### src/shared/ucmc_defines.svh
`ifndef UCMC_DEFINES_SVH
`define UCMC_DEFINES_SVH

// ----------------------------------------------------------------------
// Register offsets and field positions
// ----------------------------------------------------------------------
`define UCMC_OFF_CTRL 8'h00
`define UCMC_OFF_STATUS 8'h04
`define UCMC_CTRL_INHIBIT 0
`define UCMC_CTRL_RESTART 1
`define UCMC_CTRL_RESET 2'h0
`define UCMC_ST_STATE_LSB 0
`define UCMC_ST_SPEED_LSB 2
`define UCMC_ST_DC_LSB 4
`define UCMC_ST_AC_LSB 6
`define UCMC_ST_CD 8
`define UCMC_ST_COMP 9

// ----------------------------------------------------------------------
// Strap codes from the level comparators
// ----------------------------------------------------------------------
`define UCMC_DC_CODE_LOW 2'h0
`define UCMC_DC_CODE_MID 2'h1
`define UCMC_DC_CODE_HIGH 2'h3

// ----------------------------------------------------------------------
// Timing
// ----------------------------------------------------------------------
`define UCMC_CLK_MHZ 10
`define UCMC_T_RST_MIN_US 20
`define UCMC_T_STABLE_US 100
`define UCMC_RST_CYC (`UCMC_T_RST_MIN_US * `UCMC_CLK_MHZ)
`define UCMC_CNT_W 8

`endif

### src/shared/ucmc_pkg.sv
package ucmc_pkg;

   typedef enum logic [1:0] {
      UCMC_ST_SHUT = 2'h0,
      UCMC_ST_LATCH = 2'h1,
      UCMC_ST_ACTIVE = 2'h3
   } ucmc_state_e;

   typedef enum logic [1:0] {
      UCMC_SPD_NONE = 2'h0,
      UCMC_SPD_LS = 2'h1,
      UCMC_SPD_FS = 2'h2,
      UCMC_SPD_HS = 2'h3
   } ucmc_speed_e;

   typedef enum logic [1:0] {
      UCMC_DC_40MV = 2'h0,
      UCMC_DC_60MV = 2'h1,
      UCMC_DC_80MV = 2'h2
   } ucmc_dc_e;

   typedef struct packed {
      logic enable;
      ucmc_dc_e dc;
      logic [1:0] ac;
   } ucmc_comp_s;

endpackage : ucmc_pkg

### src/design/ucmc_in_sync.sv
module ucmc_in_sync #(
   parameter int W = 7,
   parameter logic [6:0] RST_VAL = 7'h00
) (
   // Clock and reset.
   input wire logic clk,
   input wire logic rst_n,
   // Raw and filtered levels.
   input wire logic [W-1:0] raw_in,
   output logic [W-1:0] clean_out
);

   logic [W-1:0] ff1_reg;
   logic [W-1:0] ff2_reg;
   logic [W-1:0] ff3_reg;

   // ---------------------------------------------------------------
   // Three stages per bit; the output moves once stages two and three agree.
   // ---------------------------------------------------------------
   for (genvar i = 0; i < W; i++) begin : g_bit
      always_ff @(posedge clk or negedge rst_n) begin
         if (!rst_n) begin
            ff1_reg[i] <= RST_VAL[i];
            ff2_reg[i] <= RST_VAL[i];
            ff3_reg[i] <= RST_VAL[i];
            clean_out[i] <= RST_VAL[i];
         end else begin
            ff1_reg[i] <= raw_in[i];
            ff2_reg[i] <= ff1_reg[i];
            ff3_reg[i] <= ff2_reg[i];
            if (ff2_reg[i] == ff3_reg[i]) begin
               clean_out[i] <= ff3_reg[i];
            end
         end
      end
   end

endmodule : ucmc_in_sync

### src/design/ucmc_mode_ctrl.sv
// How it works
// - Decode tri-level DC strap: low 40 mV, mid 60 mV, high 80 mV.
// - Four AC boost levels come from the AC strap resistor level code.
// - Low-speed link: compensation off, connection detect high.
// - Full-speed link: compensation off, connection detect high.
// - High-speed link: compensation on with latched boosts, detect high.
// - Shutdown low: no compensation, detect low, channel still passes.
// - Shutdown low for at least 20 us counts as a valid reset.
// - Straps latched only at power-up, release from a valid reset or a CTRL restart write, then ignored.
`include "ucmc_defines.svh"

module ucmc_mode_ctrl
   import ucmc_pkg::*;
(
   // Clock and reset.
   input wire logic core_clk,
   input wire logic arst_n,
   // APB slave.
   input wire logic psel,
   input wire logic penable,
   input wire logic pwrite,
   input wire logic [7:0] paddr,
   input wire logic [31:0] pwdata,
   output logic [31:0] prdata,
   output logic pready,
   output logic pslverr,
   // Pins and detector levels.
   input wire logic active_low_shutdown,
   input wire logic [1:0] dc_gain_strap,
   input wire logic [1:0] ac_boost_strap,
   input wire logic [1:0] link_speed_raw,
   // Analog control.
   output logic connection_detect_out,
   output ucmc_comp_s comp_out,
   output logic channel_pass
);

   localparam logic [`UCMC_CNT_W-1:0] RST_LAST =
      `UCMC_CNT_W'(`UCMC_RST_CYC - 1);

   logic rst_meta_reg;
   logic rst_n_reg;
   logic [6:0] in_clean;
   logic shut_s;
   logic [1:0] dc_s;
   logic [1:0] ac_s;
   ucmc_speed_e speed_s;
   ucmc_state_e state_reg;
   ucmc_state_e state_next;
   logic [`UCMC_CNT_W-1:0] shut_cnt_reg;
   logic [1:0] dc_lat_reg;
   logic [1:0] ac_lat_reg;
   logic inhibit_reg;
   logic restart_reg;
   logic enabled;
   ucmc_dc_e dc_dec;
   logic wr_en;
   logic setup;
   logic hit;

   // ---------------------------------------------------------------
   // Reset release.
   // ---------------------------------------------------------------
   always_ff @(posedge core_clk or negedge arst_n) begin
      if (!arst_n) begin
         rst_meta_reg <= 1'b0;
         rst_n_reg <= 1'b0;
      end else begin
         rst_meta_reg <= 1'b1;
         rst_n_reg <= rst_meta_reg;
      end
   end

   // ---------------------------------------------------------------
   // Pin synchronisers.
   // ---------------------------------------------------------------
   ucmc_in_sync #(.W(7), .RST_VAL(7'h00)) u_sync (
      .clk(core_clk),
      .rst_n(rst_n_reg),
      .raw_in({link_speed_raw, ac_boost_strap, dc_gain_strap,
               active_low_shutdown}),
      .clean_out(in_clean)
   );

   assign shut_s = in_clean[0];
   assign dc_s = in_clean[2:1];
   assign ac_s = in_clean[4:3];
   assign speed_s = ucmc_speed_e'(in_clean[6:5]);

   // ---------------------------------------------------------------
   // Shutdown pulse width.
   // ---------------------------------------------------------------
   always_ff @(posedge core_clk or negedge rst_n_reg) begin
      if (!rst_n_reg) begin
         shut_cnt_reg <= '0;
      end else if (shut_s) begin
         shut_cnt_reg <= '0;
      end else if (shut_cnt_reg != RST_LAST) begin
         shut_cnt_reg <= shut_cnt_reg + `UCMC_CNT_W'(1);
      end
   end

   // ---------------------------------------------------------------
   // Mode state machine.
   // ---------------------------------------------------------------
   always_comb begin
      state_next = state_reg;
      case (state_reg)
         UCMC_ST_SHUT: begin
            if (shut_s) begin
               state_next = UCMC_ST_LATCH;
            end
         end
         UCMC_ST_LATCH: begin
            state_next = UCMC_ST_ACTIVE;
         end
         UCMC_ST_ACTIVE: begin
            if (!shut_s && shut_cnt_reg == RST_LAST) begin
               state_next = UCMC_ST_SHUT;
            end else if (restart_reg) begin
               state_next = UCMC_ST_LATCH;
            end
         end
         default: begin
            state_next = UCMC_ST_SHUT;
         end
      endcase
   end

   always_ff @(posedge core_clk or negedge rst_n_reg) begin
      if (!rst_n_reg) begin
         state_reg <= UCMC_ST_SHUT;
      end else begin
         state_reg <= state_next;
      end
   end

   // ---------------------------------------------------------------
   // Strap latches.
   // ---------------------------------------------------------------
   always_ff @(posedge core_clk or negedge rst_n_reg) begin
      if (!rst_n_reg) begin
         dc_lat_reg <= `UCMC_DC_CODE_MID;
         ac_lat_reg <= 2'h0;
      end else if (state_reg == UCMC_ST_LATCH) begin
         dc_lat_reg <= dc_s;
         ac_lat_reg <= ac_s;
      end
   end

   always_comb begin
      case (dc_lat_reg)
         `UCMC_DC_CODE_LOW: dc_dec = UCMC_DC_40MV;
         `UCMC_DC_CODE_HIGH: dc_dec = UCMC_DC_80MV;
         default: dc_dec = UCMC_DC_60MV;
      endcase
   end

   // ---------------------------------------------------------------
   // Outputs.
   // ---------------------------------------------------------------
   assign enabled = (state_reg == UCMC_ST_ACTIVE) && shut_s;
   assign channel_pass = 1'b1;

   always_ff @(posedge core_clk or negedge rst_n_reg) begin
      if (!rst_n_reg) begin
         connection_detect_out <= 1'b0;
         comp_out <= '{enable: 1'b0, dc: UCMC_DC_60MV, ac: 2'h0};
      end else begin
         connection_detect_out <= enabled && speed_s != UCMC_SPD_NONE;
         comp_out.enable <= enabled && speed_s == UCMC_SPD_HS && !inhibit_reg;
         comp_out.dc <= dc_dec;
         comp_out.ac <= ac_lat_reg;
      end
   end

   // ---------------------------------------------------------------
   // APB slave.
   // ---------------------------------------------------------------
   assign pready = 1'b1;
   assign setup = psel && !penable;
   assign wr_en = psel && penable && pwrite;
   assign hit = paddr == `UCMC_OFF_CTRL || paddr == `UCMC_OFF_STATUS;

   always_ff @(posedge core_clk or negedge rst_n_reg) begin
      if (!rst_n_reg) begin
         inhibit_reg <= 1'b0;
         restart_reg <= 1'b0;
      end else begin
         restart_reg <= 1'b0;
         if (wr_en && paddr == `UCMC_OFF_CTRL) begin
            inhibit_reg <= pwdata[`UCMC_CTRL_INHIBIT];
            restart_reg <= pwdata[`UCMC_CTRL_RESTART];
         end
      end
   end

   always_ff @(posedge core_clk or negedge rst_n_reg) begin
      if (!rst_n_reg) begin
         prdata <= 32'h0000_0000;
         pslverr <= 1'b0;
      end else if (setup) begin
         pslverr <= !hit;
         prdata <= 32'h0000_0000;
         if (paddr == `UCMC_OFF_CTRL) begin
            prdata[`UCMC_CTRL_INHIBIT] <= inhibit_reg;
         end else if (paddr == `UCMC_OFF_STATUS) begin
            prdata[`UCMC_ST_STATE_LSB +: 2] <= state_reg;
            prdata[`UCMC_ST_SPEED_LSB +: 2] <= speed_s;
            prdata[`UCMC_ST_DC_LSB +: 2] <= dc_lat_reg;
            prdata[`UCMC_ST_AC_LSB +: 2] <= ac_lat_reg;
            prdata[`UCMC_ST_CD] <= connection_detect_out;
            prdata[`UCMC_ST_COMP] <= comp_out.enable;
         end
      end
   end
endmodule : ucmc_mode_ctrl

### config.mk
export PLATFORM = sky130hd
export DESIGN_NAME = ucmc_mode_ctrl
export DESIGN_NICKNAME = d
export VERILOG_FILES = /design/src/shared/ucmc_pkg.sv /design/src/design/ucmc_in_sync.sv /design/src/design/ucmc_mode_ctrl.sv
export VERILOG_INCLUDE_DIRS = /design/src /design/src/shared
export SDC_FILE = /design/constraint.sdc
export NUM_CORES = 1
export LEC_CHECK = 0
export BUFFER_PORTS_ARGS = -buffer_cell sky130_fd_sc_hd__buf_2
export CORE_MARGIN = 3
export CORE_UTILIZATION = 43
export DETAILED_ROUTE_END_ITERATION = 8
export HOLD_SLACK_MARGIN = 0.12
export PLACE_DENSITY_LB_ADDON = 0.1
export SYNTH_ARGS = -nofsm -noshare
export SYNTH_HDL_FRONTEND = slang
export SYNTH_SLANG_ARGS = --single-unit
### constraint.sdc
create_clock -name core_clk -period 2 [get_ports core_clk]
set_input_delay 0.1 -clock core_clk [delete_from_list [all_inputs] [get_ports core_clk]]
set_output_delay 0.1 -clock core_clk [all_outputs]
set_load 0.005 [all_outputs]
# Yosys cells after proc, flatten, opt, wreduce, memory -nomap -nowiden
# Index checks and enable logic that the tools add are counted.
[word_totals]
register_bits = 63
in_bits = 52
out_inout_bits = 41
wordCells = 90
[classes]
n_addsub = 1
n_eq_ne = 16
n_mux = 11
n_reduce_logical = 20
[op_table]
columns = ["op", "count"]
rows = [
  ["$mux 8", 2],
  ["$mux 10", 1],
  ["$logic_and 1x1->1", 9],
  ["$mux 9", 1],
  ["$add 8x1->8 const B", 1],
  ["$eq 8x3->1 const B", 1],
  ["$eq 8x8->1 const B", 1],
  ["$logic_not 8->1", 1],
  ["$ne 8x8->1 const B", 1],
  ["$eq 1x1->1", 7],
  ["$eq 2x2->1 const B", 3],
  ["$mux 2", 3],
  ["$pmux 2 s3", 1],
  ["$logic_not 1->1", 4],
  ["$logic_not 2->1", 2],
  ["$pmux 2 s2", 1],
  ["$reduce_bool 2->1", 2],
  ["$ne 3x3->1 const B", 1],
  ["$eq 2x1->1 const B", 1],
  ["$mux 1", 2],
  ["$ne 2x1->1 const B", 1],
  ["$reduce_and 2->1", 1],
  ["$logic_or 1x1->1", 1],
]

# Longest topological paths before layout
[depth]
ltp_word = 4
mapped_depth = 4
ltp_nobuf = 4

# Hierarchy
# From an unflattened synthesis, not the netlist that was laid out.
[hier_totals]
hier_cells = 191
hier_area_um2 = 2442.3
[modules_own_cells]
columns = ["mod", "n_inst", "cells_each", "area_per_inst_um2", "seq_area_each_um2"]
rows = [
  ["ucmc_mode_ctrl", 1, 156, 1662.8, 878.3],
  ["ucmc_in_sync", 1, 35, 779.5, 700.7],
]

# Worst setup path before layout
# Ideal clock, no wire load.
[synth_path]
path_type = "reg-to-reg"
startpoint = "register shut_cnt_reg[0]"
endpoint = "register shut_cnt_reg[0]"
setup_time_ns = 0.125
arrival_time_ns = 1.201
required_ns = 1.875
slack_ns = 0.674
stages_incl_launch_ff = 5
n_path_buf = 0
synth_period_minus_slack_ns = 1.326
cell_sequence = "dfrtp_1 > ha_1 > nand2_1 > nor3_4 > mux2_4"
[synth_between]
elab_chain_len = 3
elab_cells_between_ends = 5
[synth_lines]
columns = ["element", "line_no", "source"]
rows = [
  ["start: declaration", "ucmc_mode_ctrl.sv:50", "logic [`UCMC_CNT_W-1:0] shut_cnt_reg;"],
  ["start signal: assignment", "ucmc_mode_ctrl.sv:99", "shut_cnt_reg <= shut_cnt_reg + `UCMC_CNT_W'(1);"],
  ["$add 8x1->8", "ucmc_mode_ctrl.sv:99", ""],
  ["$mux 8", "ucmc_mode_ctrl.sv:98", "end else if (shut_cnt_reg != RST_LAST) begin"],
  ["$mux 8", "ucmc_mode_ctrl.sv:96", "end else if (shut_s) begin"],
]
# Several ways; a longest one is shown, not always the timed one. The select of a mux whose other input is x is not followed.
# A chain may end at the register's enable or synchronous reset.

# Final worst setup path
# Ends and elaborated chain as after synthesis.

==> flow_summary.ini <==
[finish]
n_antenna_cell = 0
final_nets = 302
fin_area_sq_um = 2920
seq_area_sq_um = 1580
multiInputGateArea_sq_um = 734
areaGrowthSynthToFinish_pct = 20.2
nFillCells = 468
drive_gt1_share_pct = 26.9
finalNonFillerCells = 323
largest_reg_flops = 10

[synthesis]
yosys-top-cells-count = 61 x dfrtp_1, 26 x nand2_1, 24 x buf_4
synth-compound-area-share_pct = 5.21
synthSimpleGateAreaFrac_pct = 13.1
ys.flop_type = dfrtp_1
yosys.area_share.adder_pct = 3.92
synth_top_family_by_area = simple AND/OR/NAND/NOR gates
syn_inst = 191
synth_seq_cells = 63
synth.area.mux_share_pct = 3.76
synth_largest_type_area_fraction_pct = 62.9
yosysMostFrequentCell = dfrtp_1
synth-edff-count = 0
synth_xor_area_share_pct = 0.361
seq_area_frac_synth_pct = 65.1
syn_area_sq_um = 2430
yosys_warnings = 0
synth.area.top_cells = dfrtp_1 63%, buf_4 7.4%, nand2_1 4.0%
async_reset_ff_share_pct = 100
yosysTopAreaCell = dfrtp_1
yosysUniqueCellTypes = 35
avgSynthCellArea_sq_um = 12.7

[drt]
first_pass_iters = 4
drt-initial-drc-count = 70
avgRoutedWirePerCell_um = 11.3
wl_um = 3670
vias_per_cell = 4.52
drc_errors = 0
ant_nets = 0
num_vias = 1461

[sta]
rsz0062_at_grt = false
finalMaxSlewViolations = 0
setup_violations = 0
tightest_slew_ns = 0.550
setup_ws_ns = 0.510
setup_tns_ns = 0
fmax_mhz = 671
final_hold_viol_count = 0
max_slew_margin_pct = 63.3
fin_skew_ns = 0.00387
min_period_ns = 1.49
period_share_pct = 74.5

[power_and_ir_drop]
total_power_mw = 2.79
cellLeakagePower_nw = 1.38
p_per_area_nw_per_um2 = 956
peakVddDrop_v = 0.000554

[die]
core_sq_um = 5270
dieHeight_um = 81.1
die_w_um = 81.1
row_count = 26
pin_count = 93
initial_core_util_pct = 46.1
die-area_sq_um = 6580

[place]
dp_cells = 296
place_area_sq_um = 2620
place_hpwl_um = 2490
io_buffers = 38
gp_congestion = 0.743
place_worst_setup_slack_ns = 0.531

[clock_tree]
cts_buffers = 9
clk_pin_slew_ns = 0.06
tritoncts = done
cts_setup_buffers = 0
cts_root_buffer = clkbuf_8
clock_sinks = 63
postCtsHoldBufs = 11
clk_latency_ns = 0.33
cts.path.max_buffers = 2
ctsResizeCount = 0
htreeDepth = 3

[worst_setup_path]
worst_path_max_delay_cell = dfrtp_1
worst-setup-path-type = reg -> reg
worstPathCellList = ha_1, nand2_1, nor3_4, mux2_4
r2r_setup_slack_ns = 0.51
required_ns = 2.21
cp_num_buf_inv = 0
critical-path-top-delay-family = simple AND/OR/NAND/NOR gates
cpPeakStageDelay_ns = 0.40
worstSetupStartpointType = flip-flop
critPathCaptureType = flip-flop
crit_fanout = 5
worstPathArrival_ns = 1.70

[global_routing]
antenna_found_initial = 0
gr-total-overflow = 0
grt_max_degree = 51
track_usage_pct = 12.6
grt_pass1_wl_um = 6110
first_global_vias = 1294

[hold_path]
min_path_type = reg -> async

[status]
status = finished, final reports clean

[flow_run]
drv_cap = 0
-- power breakdown --
group / switching (mW) / internal [mW]
logic: 0.120 / 0.145
registers: 0.0923 / 1.43
clock network: 0.449 / 0.547
-- metrics by stage --
step	hold slack, ns	util, %
final	0.141	55.3
after global routing	0.173	55.3
after CTS	0.146	55.3
after detailed placement	-0.111	49.7
after global placement	-0.115	49.7
after floorplan	-0.196	-
-- area by class of cell --
class	instances	share of cell area [%]
flip-flops and latches	63	54.2
multi-input cells	122	25.2
repair buffers	50	11.0
clock buffers	13	5.79
well taps	70	3.00
clock inverters	3	0.601
inverters	2	0.257
-- layer usage --
| layer | track usage [%] | up-vias | share of wire, % |
|---|---|---|---|
| met5 | 0 | - | 0 |
| met4 | 9.63 | 0 | 3.1 |
| met3 | 3.88 | 13 | 7.2 |
| met2 | 17.6 | 53 | 42 |
| met1 | 16.3 | 684 | 47 |
| li1 | - | 711 | - |
-- path summary, 6_finish.rpt --
kind / startpoint / end / cells after the start
min in group core_clk: paddr[2] / prdata[1]$_DFFE_PN0P_ / 3
worst max register to register: shut_cnt_reg[0]$_DFFE_PN0P_ / shut_cnt_reg[0]$_DFFE_PN0P_ / 4
worst min-delay path: rst_n_reg$_DFF_PN0_ / u_sync.clean_out[2]$_DFFE_PN0N_ / 0
max in group asynchronous: arst_n / rst_n_reg$_DFF_PN0_ / 3
worst min register to register: rst_n_reg$_DFF_PN0_ / u_sync.clean_out[2]$_DFFE_PN0N_ / 0
worst max-delay path: shut_cnt_reg[0]$_DFFE_PN0P_ / shut_cnt_reg[0]$_DFFE_PN0P_ / 4
-- logic make-up (layout without fill, tap and decap cells) --
kind of cell	after synthesis	in the layout
xor gates and xnor gates	1	1
adders and majority gates	9	9
muxes	8	8
and+or+nand+nor	56	56
other	2	25
buffers and inverters	29	68
DFF	63	63
AOI/OAI and AO/OA	23	23
-- cell usage in the layout, fill, tap and decap left out, drive strengths merged, types with 3 or more instances in the layout --
cell         count
dfrtp           61
buf             39
nand2           26
conb            25
o21ai           13
clkbuf          13
dlygate4sd3     11
nor2             7
maj3             7
nand3            6
mux2             6
a21oi            5
or3              3
nor3             3
No activity file was read; power rests on OpenSTA's default activity.
